<file path="src/i2c_rx_consts.vh">
/*
 Register offsets, field positions and reset values of the two-wire
 master receive, acknowledge and stop block.
 Assumes it is included by its bare name from each design file.
*/
`ifndef I2C_RX_CONSTS_VH
`define I2C_RX_CONSTS_VH

// Register offsets on the 3-bit register port
`define OFF_CTRL_ONE    3'h0
`define OFF_CTRL_TWO    3'h1
`define OFF_STATUS      3'h2
`define OFF_BUFFER      3'h3
`define OFF_BAUD        3'h4
`define OFF_IRQ         3'h5

// Control register one fields
`define BIT_CLK_HOLD    4
`define BIT_OVERFLOW    6
`define BIT_WRITE_COLLISION_FLAG        7

// Control register two fields
`define BIT_START_REQ   0
`define BIT_STOP_REQ    2
`define BIT_RCV_REQ     3
`define BIT_ACK_REQ     4
`define BIT_ACK_DATA    5
`define BIT_ACK_RECV    6

// Status register fields
`define BIT_BUF_FULL    0
`define BIT_BUSY        2
`define BIT_STOP_DET    4

// Interrupt flag register field
`define BIT_IRQ         0

// Reset values
`define RST_BAUD        8'h09
`define RST_CLK_HOLD    1'b1

// Bit counter values at the last data bit and at the acknowledge bit
`define LAST_RX_BIT     4'h7
`define ACK_BIT_INDEX   4'h8

`endif

</file>
<file path="src/baud_counter.v">
/*
 Baud-period down counter with a programmable reload value.
 Assumes the reload value is stable while the counter runs.
*/
`timescale 1ns/1ps
`default_nettype none
`include "i2c_rx_consts.vh"

module baud_counter (
  // Clock and reset
  input  wire       clk,
  input  wire       rstn,
  // Control
  input  wire       go,
  input  wire [7:0] reload,
  // Rollover pulse
  output wire       tick
);

  reg [7:0] count_q;

  // Held at the reload value while stopped, so each start gives a full period
  always @(posedge clk or negedge rstn) begin
    if (!rstn) begin
      count_q <= `RST_BAUD;
    end else if (!go || count_q == 8'h00) begin
      count_q <= reload;
    end else begin
      count_q <= count_q - 8'h01;
    end
  end

  assign tick = go && (count_q == 8'h00);

endmodule
`default_nettype wire

</file>
<file path="src/i2c_master_rx_ack_stop.v">
/*
 Two-wire bus controller: master start, address send, byte receive,
 acknowledge and stop sequencing, plus software clock hold.
 Assumes open-drain bus lines resolved outside, a plain register port
 driven by logic on clk, and software that sequences the requests.
*/
// The address map and the plain strobed port were left to the implementer.
`timescale 1ns/1ps
`default_nettype none
`include "i2c_rx_consts.vh"

// Notes on behaviour
// - Clock hold grabs SCL only once seen low
// - Held SCL stays low until hold released
// - Receive request ignored unless module idle
// - Each baud rollover toggles SCL; those that pull SCL low shift SDA
// - Eighth falling edge ends byte, buffer loaded
// - Byte into buffer sets buffer full
// - Reading buffer clears buffer full
// - Byte while buffer full sets overflow
// - Buffer write during receive flags collision
// - Acknowledge drives SCL low, ack data on SDA
// - Ack: one period low, release, one period high
// - Ack end clears request, stops baud, idles
// - Buffer write during acknowledge flags collision
// - SCL held low after ninth falling edge
// - Stop drives SDA low, then counts period
// - Stop releases SCL, SDA one period later
// - Stop seen sets flag, later interrupt flag
// - Buffer write during stop flags collision
// - Buffer write in idle sends address byte
// - Ninth clock samples acknowledge, sets interrupt
// - Completed start sets interrupt flag
// - Setting clock hold bit releases SCL
module i2c_master_rx_ack_stop (
  // Clock and reset
  input  wire       clk,
  input  wire       rstn,
  // Register port
  input  wire [2:0] regAddr,
  input  wire [7:0] regWdata,
  input  wire       regWr,
  input  wire       regRd,
  output reg  [7:0] regRdata,
  // Clock line
  input  wire       sclIn,
  output reg        sclOut,
  output reg        sclOe,
  // Data line
  input  wire       sdaIn,
  output reg        sdaOut,
  output reg        sdaOe,
  // Event flag
  output reg        serialIrq
);

  localparam [2:0] ST_IDLE  = 3'h0;
  localparam [2:0] ST_START = 3'h1;
  localparam [2:0] ST_TX    = 3'h2;
  localparam [2:0] ST_RX    = 3'h3;
  localparam [2:0] ST_ACK   = 3'h4;
  localparam [2:0] ST_STOP  = 3'h5;

  reg [2:0] state_q;
  reg [1:0] phase_q;
  reg [3:0] bitCnt_q;
  reg [7:0] shift_q;
  reg [7:0] buffer_q;
  reg [7:0] baudReload_q;
  reg       clockHold_q;
  reg       write_collision_flag_q;
  reg       overflow_q;
  reg       startReq_q;
  reg       stopReq_q;
  reg       rcvReq_q;
  reg       ackReq_q;
  reg       ackData_q;
  reg       ackRecv_q;
  reg       bufFull_q;
  reg       stopDet_q;
  reg       irq_q;
  reg       sclLow_q;
  reg       sdaLow_q;
  reg       holdLow_q;
  reg       brgGo;

  wire      sclSync;
  wire      sdaSync;
  wire      tick;
  wire      idle;
  wire      anyReq;

  function hit;
    input [2:0] addr;
    input [2:0] offset;
    begin
      hit = (addr == offset);
    end
  endfunction

  pin_sync u_sync (
    .clk     (clk),
    .rstn    (rstn),
    .sclPin  (sclIn),
    .sdaPin  (sdaIn),
    .sclSync (sclSync),
    .sdaSync (sdaSync)
  );

  baud_counter u_baud (
    .clk    (clk),
    .rstn   (rstn),
    .go     (brgGo),
    .reload (baudReload_q),
    .tick   (tick)
  );

  assign idle   = (state_q == ST_IDLE);
  assign anyReq = startReq_q | stopReq_q | rcvReq_q | ackReq_q;

  // Baud counting pauses while a released SCL is still held low elsewhere
  always @* begin
    brgGo = 1'b0;
    case (state_q)
      ST_START: begin
        brgGo = (phase_q == 2'h0) ? (sclSync && sdaSync) : 1'b1;
      end
      ST_TX, ST_RX: begin
        brgGo = sclLow_q | sclSync;
      end
      ST_ACK: begin
        brgGo = (phase_q == 2'h0) ? 1'b1 : sclSync;
      end
      ST_STOP: begin
        case (phase_q)
          2'h0:    brgGo = !sdaSync;
          2'h1:    brgGo = sclSync;
          2'h2:    brgGo = 1'b0;
          default: brgGo = 1'b1;
        endcase
      end
      default: begin
        brgGo = 1'b0;
      end
    endcase
  end

  // Registers, request handling and sequencing share one process
  always @(posedge clk or negedge rstn) begin
    if (!rstn) begin
      state_q      <= ST_IDLE;
      phase_q      <= 2'h0;
      bitCnt_q     <= 4'h0;
      shift_q      <= 8'h00;
      buffer_q     <= 8'h00;
      baudReload_q <= `RST_BAUD;
      clockHold_q  <= `RST_CLK_HOLD;
      write_collision_flag_q       <= 1'b0;
      overflow_q   <= 1'b0;
      startReq_q   <= 1'b0;
      stopReq_q    <= 1'b0;
      rcvReq_q     <= 1'b0;
      ackReq_q     <= 1'b0;
      ackData_q    <= 1'b0;
      ackRecv_q    <= 1'b0;
      bufFull_q    <= 1'b0;
      stopDet_q    <= 1'b0;
      irq_q        <= 1'b0;
      sclLow_q     <= 1'b0;
      sdaLow_q     <= 1'b0;
    end else begin
      // Software writes; flags only clear by writing zero
      if (regWr && hit(regAddr, `OFF_CTRL_ONE)) begin
        clockHold_q <= regWdata[`BIT_CLK_HOLD];
        write_collision_flag_q      <= write_collision_flag_q & regWdata[`BIT_WRITE_COLLISION_FLAG];
        overflow_q  <= overflow_q & regWdata[`BIT_OVERFLOW];
      end
      if (regWr && hit(regAddr, `OFF_CTRL_TWO)) begin
        ackData_q <= regWdata[`BIT_ACK_DATA];
        if (idle && !anyReq) begin
          startReq_q <= regWdata[`BIT_START_REQ];
          stopReq_q  <= regWdata[`BIT_STOP_REQ];
          rcvReq_q   <= regWdata[`BIT_RCV_REQ];
          ackReq_q   <= regWdata[`BIT_ACK_REQ];
        end
      end
      if (regWr && hit(regAddr, `OFF_BAUD)) begin
        baudReload_q <= regWdata;
      end
      if (regWr && hit(regAddr, `OFF_IRQ)) begin
        irq_q <= irq_q & regWdata[`BIT_IRQ];
      end
      if (regRd && hit(regAddr, `OFF_BUFFER)) begin
        bufFull_q <= 1'b0;
      end
      // A busy module keeps its buffer
      if (regWr && hit(regAddr, `OFF_BUFFER) && (!idle || anyReq)) begin
        write_collision_flag_q <= 1'b1;
      end

      // Sequencing; hardware sets come last so they win over clears
      case (state_q)
        ST_IDLE: begin
          phase_q  <= 2'h0;
          bitCnt_q <= 4'h0;
          if (startReq_q) begin
            state_q   <= ST_START;
            sclLow_q  <= 1'b0;
            sdaLow_q  <= 1'b0;
            stopDet_q <= 1'b0;
          end else if (stopReq_q) begin
            state_q  <= ST_STOP;
            sdaLow_q <= 1'b1;
          end else if (rcvReq_q) begin
            state_q  <= ST_RX;
            sclLow_q <= 1'b1;
            sdaLow_q <= 1'b0;
          end else if (ackReq_q) begin
            state_q  <= ST_ACK;
            sclLow_q <= 1'b1;
            sdaLow_q <= !ackData_q;
          end else if (regWr && hit(regAddr, `OFF_BUFFER)) begin
            state_q  <= ST_TX;
            buffer_q <= regWdata;
            shift_q  <= regWdata;
            sclLow_q <= 1'b1;
            sdaLow_q <= !regWdata[7];
          end
        end
        ST_START: begin
          if (tick) begin
            if (phase_q == 2'h0) begin
              sdaLow_q <= 1'b1;
              phase_q  <= 2'h1;
            end else begin
              sclLow_q   <= 1'b1;
              startReq_q <= 1'b0;
              irq_q      <= 1'b1;
              state_q    <= ST_IDLE;
            end
          end
        end
        ST_TX: begin
          if (tick) begin
            if (sclLow_q) begin
              sclLow_q <= 1'b0;
            end else if (bitCnt_q == `ACK_BIT_INDEX) begin
              ackRecv_q <= sdaSync;
              sclLow_q  <= 1'b1;
              irq_q     <= 1'b1;
              state_q   <= ST_IDLE;
            end else begin
              sclLow_q <= 1'b1;
              shift_q  <= {shift_q[6:0], 1'b0};
              sdaLow_q <= (bitCnt_q == `LAST_RX_BIT) ? 1'b0 : !shift_q[6];
              bitCnt_q <= bitCnt_q + 4'h1;
            end
          end
        end
        ST_RX: begin
          if (tick) begin
            if (sclLow_q) begin
              sclLow_q <= 1'b0;
            end else begin
              sclLow_q <= 1'b1;
              shift_q  <= {shift_q[6:0], sdaSync};
              bitCnt_q <= bitCnt_q + 4'h1;
              if (bitCnt_q == `LAST_RX_BIT) begin
                rcvReq_q  <= 1'b0;
                buffer_q  <= {shift_q[6:0], sdaSync};
                bufFull_q <= 1'b1;
                irq_q     <= 1'b1;
                state_q   <= ST_IDLE;
                if (bufFull_q) begin
                  overflow_q <= 1'b1;
                end
              end
            end
          end
        end
        ST_ACK: begin
          if (tick) begin
            if (phase_q == 2'h0) begin
              sclLow_q <= 1'b0;
              phase_q  <= 2'h1;
            end else begin
              sclLow_q <= 1'b1;
              ackReq_q <= 1'b0;
              irq_q    <= 1'b1;
              state_q  <= ST_IDLE;
            end
          end
        end
        ST_STOP: begin
          case (phase_q)
            2'h0: begin
              if (tick) begin
                sclLow_q <= 1'b0;
                phase_q  <= 2'h1;
              end
            end
            2'h1: begin
              if (tick) begin
                sdaLow_q <= 1'b0;
                phase_q  <= 2'h2;
              end
            end
            2'h2: begin
              if (sdaSync && sclSync) begin
                stopDet_q <= 1'b1;
                phase_q   <= 2'h3;
              end
            end
            default: begin
              if (tick) begin
                stopReq_q <= 1'b0;
                irq_q     <= 1'b1;
                state_q   <= ST_IDLE;
              end
            end
          endcase
        end
        default: begin
          state_q <= ST_IDLE;
        end
      endcase
    end
  end

  // Clock hold waits for SCL low so it never shortens a high phase
  always @(posedge clk or negedge rstn) begin
    if (!rstn) begin
      holdLow_q <= 1'b0;
    end else if (clockHold_q) begin
      holdLow_q <= 1'b0;
    end else if (!sclSync) begin
      holdLow_q <= 1'b1;
    end
  end

  // Registered pins and read data
  always @(posedge clk or negedge rstn) begin
    if (!rstn) begin
      sclOut    <= 1'b0;
      sclOe     <= 1'b0;
      sdaOut    <= 1'b0;
      sdaOe     <= 1'b0;
      serialIrq <= 1'b0;
      regRdata  <= 8'h00;
    end else begin
      sclOut    <= 1'b0;
      sclOe     <= sclLow_q | holdLow_q;
      sdaOut    <= 1'b0;
      sdaOe     <= sdaLow_q;
      serialIrq <= irq_q;
      regRdata  <= 8'h00;
      if (regRd) begin
        case (regAddr)
          `OFF_CTRL_ONE: begin
            regRdata[`BIT_CLK_HOLD] <= clockHold_q;
            regRdata[`BIT_OVERFLOW] <= overflow_q;
            regRdata[`BIT_WRITE_COLLISION_FLAG]     <= write_collision_flag_q;
          end
          `OFF_CTRL_TWO: begin
            regRdata[`BIT_START_REQ] <= startReq_q;
            regRdata[`BIT_STOP_REQ]  <= stopReq_q;
            regRdata[`BIT_RCV_REQ]   <= rcvReq_q;
            regRdata[`BIT_ACK_REQ]   <= ackReq_q;
            regRdata[`BIT_ACK_DATA]  <= ackData_q;
            regRdata[`BIT_ACK_RECV]  <= ackRecv_q;
          end
          `OFF_STATUS: begin
            regRdata[`BIT_BUF_FULL] <= bufFull_q;
            regRdata[`BIT_BUSY]     <= !idle;
            regRdata[`BIT_STOP_DET] <= stopDet_q;
          end
          `OFF_BUFFER: begin
            regRdata <= buffer_q;
          end
          `OFF_BAUD: begin
            regRdata <= baudReload_q;
          end
          `OFF_IRQ: begin
            regRdata[`BIT_IRQ] <= irq_q;
          end
          default: begin
            regRdata <= 8'h00;
          end
        endcase
      end
    end
  end

endmodule
`default_nettype wire

</file>
<file path="src/pin_sync.v">
/*
 Two-flop synchroniser for the sampled clock and data bus lines.
 Assumes the line levels arrive asynchronously from the pins.
*/
`timescale 1ns/1ps
`default_nettype none

module pin_sync (
  // Clock and reset
  input  wire       clk,
  input  wire       rstn,
  // Raw pin levels
  input  wire       sclPin,
  input  wire       sdaPin,
  // Synchronised levels
  output wire       sclSync,
  output wire       sdaSync
);

  reg [1:0] meta_q;
  reg [1:0] sync_q;

  // Idle bus reads high, so reset to high
  always @(posedge clk or negedge rstn) begin
    if (!rstn) begin
      meta_q <= 2'h3;
      sync_q <= 2'h3;
    end else begin
      meta_q <= {sclPin, sdaPin};
      sync_q <= meta_q;
    end
  end

  assign sclSync = sync_q[1];
  assign sdaSync = sync_q[0];

endmodule
`default_nettype wire

</file>
<file path="config.mk">
export PLATFORM = sky130hd
export DESIGN_NAME = i2c_master_rx_ack_stop
export DESIGN_NICKNAME = d
export VERILOG_FILES = /design/src/baud_counter.v /design/src/i2c_master_rx_ack_stop.v /design/src/pin_sync.v
export VERILOG_INCLUDE_DIRS = /design/src
export SDC_FILE = /design/constraint.sdc
export NUM_CORES = 1
export LEC_CHECK = 0
export BUFFER_PORTS_ARGS = -buffer_cell sky130_fd_sc_hd__buf_2
export CORE_ASPECT_RATIO = 0.5
export CORE_MARGIN = 2
export CORE_UTILIZATION = 40
export CTS_CLUSTER_SIZE = 30
export DETAILED_ROUTE_END_ITERATION = 16
export GPL_ROUTABILITY_DRIVEN = 0
export PLACE_DENSITY = 0.6
export SLEW_MARGIN = 20
export SYNTH_ARGS = -nofsm -noshare
export SYNTH_HDL_FRONTEND = slang
export SYNTH_SLANG_ARGS = --single-unit
</file>
<file path="constraint.sdc">
create_clock -name clk -period 3.3 [get_ports clk]
set_clock_uncertainty 0.2 [all_clocks]
set_input_delay 0.66 -clock clk [delete_from_list [all_inputs] [get_ports clk]]
set_output_delay 0.66 -clock clk [all_outputs]
set_load 0.01 [all_outputs]
</file>
==> results of run 1 <==
## synthesized netlist by cell type, types with 8 or more instances
cell      number
dfstp_2        9
mux2_2        45
clkbuf_1       9
nor2_1        20
dfrtp_1       61
inv_1         15
nor3_1        10
nand2_1       19
nand3_1       14
a21oi_1       20
nand2b_1       8
ha_1          11
o21ai_0       28
## worst max-delay path: cells and delay by family (launching register included)
kind	cells	cell delay [ps]
AO/OA/AOI/OAI	3	1060
AND/OR/NAND/NOR	1	510
multiplexers	1	390
flip-flops	1	370
adder cells (fa/ha/maj)	1	140
buffers and inverters	1	80
## final cells by class
| type | instances | share of cell area |
|---|---|---|
| inverters | 15 | 0.0119 |
| clock buffers | 10 | 0.0507 |
| well taps | 140 | 0.0372 |
| clock inverters | 6 | 0.0143 |
| multi-input cells | 287 | 0.460 |
| repair buffers | 41 | 0.0515 |
| flip-flops and latches | 70 | 0.374 |
## routing by layer
layer,part of all wire,global-route usage
met2,0.42,0.299
met4,0.0061,0.0321
met1,0.51,0.305
met5,0,0
met3,0.065,0.0611
## registers in the layout, indices dropped and copies added (netlist names), 2 cells and up
| register | count |
|---|---|
| regRdata | 8 |
| buffer_q | 8 |
| shift_q | 7 |
| state_q | 3 |
| bitCnt_q | 4 |
| baudReload_q | 8 |
| u_sync.sync_q | 2 |
| u_baud.count_q | 8 |
| phase_q | 2 |
| u_sync.meta_q | 2 |
## cells by family after synthesis
| logic type | share of synthesized area |
|---|---|
| flip-flops | 0.430 |
| other | 0.000915 |
| AO/OA/AOI/OAI | 0.180 |
| XOR/XNOR | 0.0128 |
| AND/OR/NAND/NOR | 0.154 |
| adder cells (fa/ha/maj) | 0.0336 |
| multiplexers | 0.146 |
| buffers and inverters | 0.0418 |
## power breakdown
group / internal, mW / switching, mW / leakage (nW)
Clock: 0.609 / 0.389 / 0.145
Combinational: 0.637 / 0.798 / 0.959
Sequential: 1.12 / 0.231 / 0.864
Total: 2.36 / 1.42 / 1.97
## per-stage QoR
step                      power, mW  worst slack [ps]  hold slack [ps]  instances
after floorplan                2.38               732              145        395
after CTS                      3.79               450              157        569
after global routing           4.03               282              163        569
after detailed placement       2.78               458              148        553
after global placement         2.77               517              146        553
final                          3.78               438              157        569
## worst max path at each step
| stage | to | slack (ps) | depth (start not counted) |
|---|---|---|---|
| CTS | shift_q[4]$_DFFE_PN0P_ | 450 | 7 |
| floorplan | buffer_q[0]$_DFFE_PN0P_ | 730 | 7 |
| detailed placement | shift_q[3]$_DFFE_PN0P_ | 460 | 7 |
| global placement | u_baud.count_q[5]$_DFF_PN0_ | 520 | 7 |
| finish | shift_q[4]$_DFFE_PN0P_ | 440 | 7 |
| global route | shift_q[4]$_DFFE_PN0P_ | 280 | 7 |
==> impl_metrics.yaml, run 1 <==
yosys:
  synth-edff-count: 0
  async_flop_share: 1.00
  synth-seq-area-share: 0.430
  synth_area_per_cell_sq_um: 10.4
  synth_top_area_share: 0.372
  synth_top_area_cell: "dfrtp_1"
  synth_cell_type_count: 70
  synthCells: 394
  synth_warnings: 0
  syn_area_sq_um: 4100
  synth-main-ff-cell: "dfrtp_1"
  synth-seq-cells: 70
  synth_area_leaders: "dfrtp_1, mux2_2, dfstp_2"
critical_path:
  cp_max_fo: 7
  path_cells: "inv_1, ha_1, or3b_2, a2111oi_4, o211ai_1, a21oi_2, mux2_2"
  r2r_start: "u_baud.count_q[0]$_DFF_PN1_"
  crit_start: "u_baud.count_q[0]$_DFF_PN1_"
  worstPathArrival_ps: 2890
  reg2reg_slack_ps: 440
  crit_type: "reg -> reg"
  timing.rr.end: "shift_q[4]$_DFFE_PN0P_"
  crit_path_start_kind: "flop"
  reg2regPathDepth: 7
  crit_path_top_delay_cell: "or3b_2"
  cp_data_required_time_ps: 3320
  worst_setup_path_end_kind: "flop"
  worst_path_largest_cell_delay_ps: 510
detailed_routing:
  ant_nets: 0
  first_pass_iters: 5
  vias: 3153
  drt_iter0_drc: 275
  wire_per_inst_um: 18.5
  drc: 0
  drt_wl_total_um: 10600
  detail_route.vias_per_cell: 5.54
floorplanning:
  pin_count: 30
  core_sq_um: 10100
  die_area_sq_um: 11100
  fp.dieH_um: 75.6
  rows: 26
  initial_core_util: 0.406
  die_w_um: 147
clock_tree:
  cts_tree: "built"
  cts-buffers-inserted: 9
  clk_pin_slew_ps: 60
  ctsHoldBuffers: 0
  clock_path_buffers: 2
  cts.sink_count: 70
  insertion_delay_ps: 340
  cts_resized: 0
  cts_root_buffer: "clkbuf_16"
  post-cts-setup-buffer-count: 0
  cts_max_level: 3
timing:
  grt_setup_unrepaired: "no"
  finalHoldViolCount: 0
  min_period_over_period: 0.867
  fmax_mhz: 349
  timing_worst_slew_pin_value_ps: 882
  slew_headroom: 0.412
  drv_slew: 0
  finalSetupTns_ps: 0
  post-route-min-period_ps: 2860
  setup_viol: 0
status:
  status: "finished, final reports clean"
layout:
  multiInputGateArea_sq_um: 2170
  fin_area_sq_um: 4710
  layout_common_cells: "dfrtp_1, mux2_2, o21ai_0"
  fin_nets: 452
  fillers: 967
  area_growth_pct: 15.0
  regArea_sq_um: 1760
  post-route-util: 0.467
  n_antenna_cell: 0
  layout_commonest_cell: "dfrtp_1"
  drive_gt1_frac: 0.305
placed_design:
  place_hpwl_um: 7480
  post_dp_cell_area_sq_um: 4410
  io_buffers: 27
global_route:
  grt_pass1_wl_um: 17100
  grt_pass1_vias: 2928
  antenna_found_initial: 0
  grtUsageTotal: 0.204
  grt_remaining_overflow: 0
  grt_start_max_net_pins: 71
power:
  power_density_nw_per_um2: 803
  p_leak_nw: 1.97
  peakVddDrop_uv: 292
hold_path:
  worstHoldStart: "u_sync.meta_q[1]$_DFF_PN1_"
  hold_end: "u_sync.sync_q[1]$_DFF_PN1_"
  hold_path.class: "reg -> reg"
  hold_path_depth: 0
job:
  max_cap_violations: 0
(Power assumes the default switching activity.)
==> run 2, diff against run 1 <==
--- a/config.mk
+++ b/config.mk
@@ -6,6 +6,7 @@
 export SDC_FILE = /design/constraint.sdc
 export NUM_CORES = 1
 export LEC_CHECK = 0
+export ABC_AREA = 1
 export BUFFER_PORTS_ARGS = -buffer_cell sky130_fd_sc_hd__buf_2
 export CORE_ASPECT_RATIO = 0.5
 export CORE_MARGIN = 2
==> run 2 against run 1 <==
  * Via count is 2.0% higher
  * Worst setup slack better by 400 ps
  * Wire length shrank 15%
  * Hold slack got worse by 2.7 ps
  * Largest cell class is now flip-flops and latches
  * Core utilization increased by 0.42 points
  * Largest power group unchanged
  * Sequential power about the same
  * Die area fell by 5.4%
  * Sequential share of layout area grew 2.3 points
  * Final cell count is 16% higher
==> impl_metrics.yaml, run 2 <==
detailed_routing:
  drc: 0
  drt_wl_total_um: 8990
  drt_iter0_drc: 234
  first_pass_iters: 5
  detail_route.vias_per_cell: 4.88
  vias: 3217
  wire_per_inst_um: 13.6
  ant_nets: 0
clock_tree:
  cts_max_level: 3
  cts.sink_count: 70
  post-cts-setup-buffer-count: 0
  cts_root_buffer: "clkbuf_16"
  clk_pin_slew_ps: 50
  cts_tree: "built"
  ctsHoldBuffers: 0
  cts-buffers-inserted: 9
  clock_path_buffers: 2
  cts_resized: 0
  insertion_delay_ps: 340
critical_path:
  worstPathArrival_ps: 2490
  crit_path_top_delay_cell: "dfrtp_1"
  reg2reg_slack_ps: 840
  worst_setup_path_end_kind: "flop"
  cp_max_fo: 15
  crit_family: "simple AND/OR/NAND/NOR gates"
  reg2regPathDepth: 12
  worst_path_largest_cell_delay_ps: 440
  crit_path_start_kind: "flop"
  crit_buf_inv: 3
  path_cells: "inv_1, ha_1, nand2_1, nand2_1, o21ai_1, nand3_2, nand2_2, nand2_1, nand2_2, inv_1, o21ai_0, inv_1"
  crit_type: "reg -> reg"
  cp_data_required_time_ps: 3320
  r2r_start: "phase_q[0]$_DFFE_PN0P_"
  timing.rr.end: "buffer_q[7]$_DFFE_PN0P_"
yosys:
  synth_warnings: 0
  synth_top_area_cell: "dfrtp_1"
  syn_area_sq_um: 3870
  async_flop_share: 1.00
  synth-seq-cells: 70
  yosysMostFrequentCell: "nand2_1"
  synth_area_leaders: "dfrtp_1, nand2_1, inv_1"
  synth_top_area_share: 0.395
  synthCells: 487
  synth_cell_type_count: 44
  synth_area_per_cell_sq_um: 7.94
  synth-edff-count: 0
  synth_common_cells: "nand2_1, inv_1, dfrtp_1, o21ai_0, nor2_1"
  synth-seq-area-share: 0.456
  synth-main-ff-cell: "dfrtp_1"
timing:
  post-route-min-period_ps: 2460
  slew_headroom: 0.541
  grt_setup_unrepaired: "no"
  finalSetupTns_ps: 0
  fmax_mhz: 406
  min_period_over_period: 0.746
  timing.final.ws_setup_ps: 840
  finalHoldViolCount: 0
  drv_slew: 0
  timing_worst_slew_pin_value_ps: 688
  setup_viol: 0
placed_design:
  io_buffers: 27
  place_hpwl_um: 6760
  post-place-ws_ps: 894
power:
  p_leak_nw: 2.24
  power_density_nw_per_um2: 877
  peakVddDrop_uv: 388
floorplanning:
  rows: 25
  die_area_sq_um: 10500
  initial_core_util: 0.411
  pin_count: 30
  die_w_um: 143
  core_sq_um: 9420
  fp.dieH_um: 73.5
global_route:
  top_usage_layer: "met2"
  grt_remaining_overflow: 0
  grt_start_max_net_pins: 43
  grtUsageMet1: 0.269
  grt_pass1_wl_um: 15100
  grt_use_met3: 0.0495
  grt_pass1_vias: 3027
  use_met2: 0.286
  antenna_found_initial: 0
  grtUsageTotal: 0.190
hold_path:
  hold_path.class: "reg -> reg"
  hold_path_depth: 0
  worstHoldStart: "u_sync.meta_q[0]$_DFF_PN1_"
  hold_end: "u_sync.sync_q[0]$_DFF_PN1_"
layout:
  fin_nets: 547
  layout_common_cells: "nand2_1, inv_1, dfrtp_1"
  n_antenna_cell: 0
  layout_commonest_cell: "nand2_1"
  area_growth_pct: 14.7
  fillers: 910
  drive_gt1_frac: 0.153
status:
  status: "finished, final reports clean"
job:
  max_cap_violations: 0
-- run 2: changes by cell type after synthesis, sizes merged, moves of 6 or more --
cell / previous run / this run
and2: 6 / 0
nand3: 14 / 26
nand2: 19 / 131
a31oi: 7 / 0
clkbuf: 10 / 3
nor3: 11 / 4
mux2i: 7 / 0
nor2: 21 / 42
o21ai: 28 / 65
a21oi: 21 / 7
mux2: 45 / 0
nand2b: 8 / 0
inv: 15 / 78
-- run 2: where the power goes --
part | leakage [nW] | switching (mW) | internal (mW)
Clock | 0.150 | 0.361 | 0.606
Sequential | 0.861 | 0.211 | 1.15
Combinational | 1.23 | 1.01 | 0.552
Total | 2.24 | 1.59 | 2.31
-- run 2: cell type report --
type,count,area (sq um),share of cell area
Inverter,79,299,0.0674
Multi-Input combinational cell,328,1730,0.390
Tap cell,135,169,0.0380
Clock buffer,11,243,0.0547
Sequential cell,70,1760,0.397
Timing Repair Buffer,31,178,0.0400
Clock inverter,5,57.6,0.0130
-- run 2: cells by family (layout without fill, tap and decap cells) --
logic type | after synthesis | in the layout | synth area share
AO/OA/AOI/OAI | 99 | 99 | 0.157
flip-flops | 70 | 70 | 0.456
XOR/XNOR | 7 | 7 | 0.0158
other | 1 | 2 | 0.000969
buffers and inverters | 90 | 126 | 0.0980
adder cells (fa/ha/maj) | 11 | 11 | 0.0356
AND/OR/NAND/NOR | 209 | 209 | 0.237
-- run 2: metal layers --
layer | share of wire | vias to the layer above
met5 | 0 | -
met4 | 0.016 | 0
met3 | 0.057 | 9
met2 | 0.43 | 86
met1 | 0.49 | 1488
li1 | - | 1634
-- run 2: through the flow --
step / total power, mW / utilization / hold slack [ps] / cells / cell area (sq um)
3_5_place_dp: 2.93 / 0.440 / 147 / 643 / 4140
5_1_grt: 4.25 / 0.471 / 164 / 659 / 4440
6_report: 3.90 / 0.471 / 154 / 659 / 4440
2_1_floorplan: 2.57 / - / 145 / 488 / 3870
3_3_place_gp: 2.92 / 0.440 / 146 / 643 / 4140
4_1_cts: 3.92 / 0.471 / 156 / 659 / 4440
-- run 2: worst max-delay path by stage --
stage	startpoint	end	slack, ps	cells past startpoint
finish	phase_q[0]$_DFFE_PN0P_	buffer_q[7]$_DFFE_PN0P_	840	12
global placement	regAddr[1]	startReq_q$_DFF_PN0_	770	8
floorplan	regAddr[2]	buffer_q[0]$_DFFE_PN0P_	1310	9
CTS	phase_q[0]$_DFFE_PN0P_	buffer_q[7]$_DFFE_PN0P_	860	12
detailed placement	phase_q[0]$_DFFE_PN0P_	buffer_q[7]$_DFFE_PN0P_	890	12
global route	phase_q[1]$_DFFE_PN0P_	buffer_q[7]$_DFFE_PN0P_	680	13
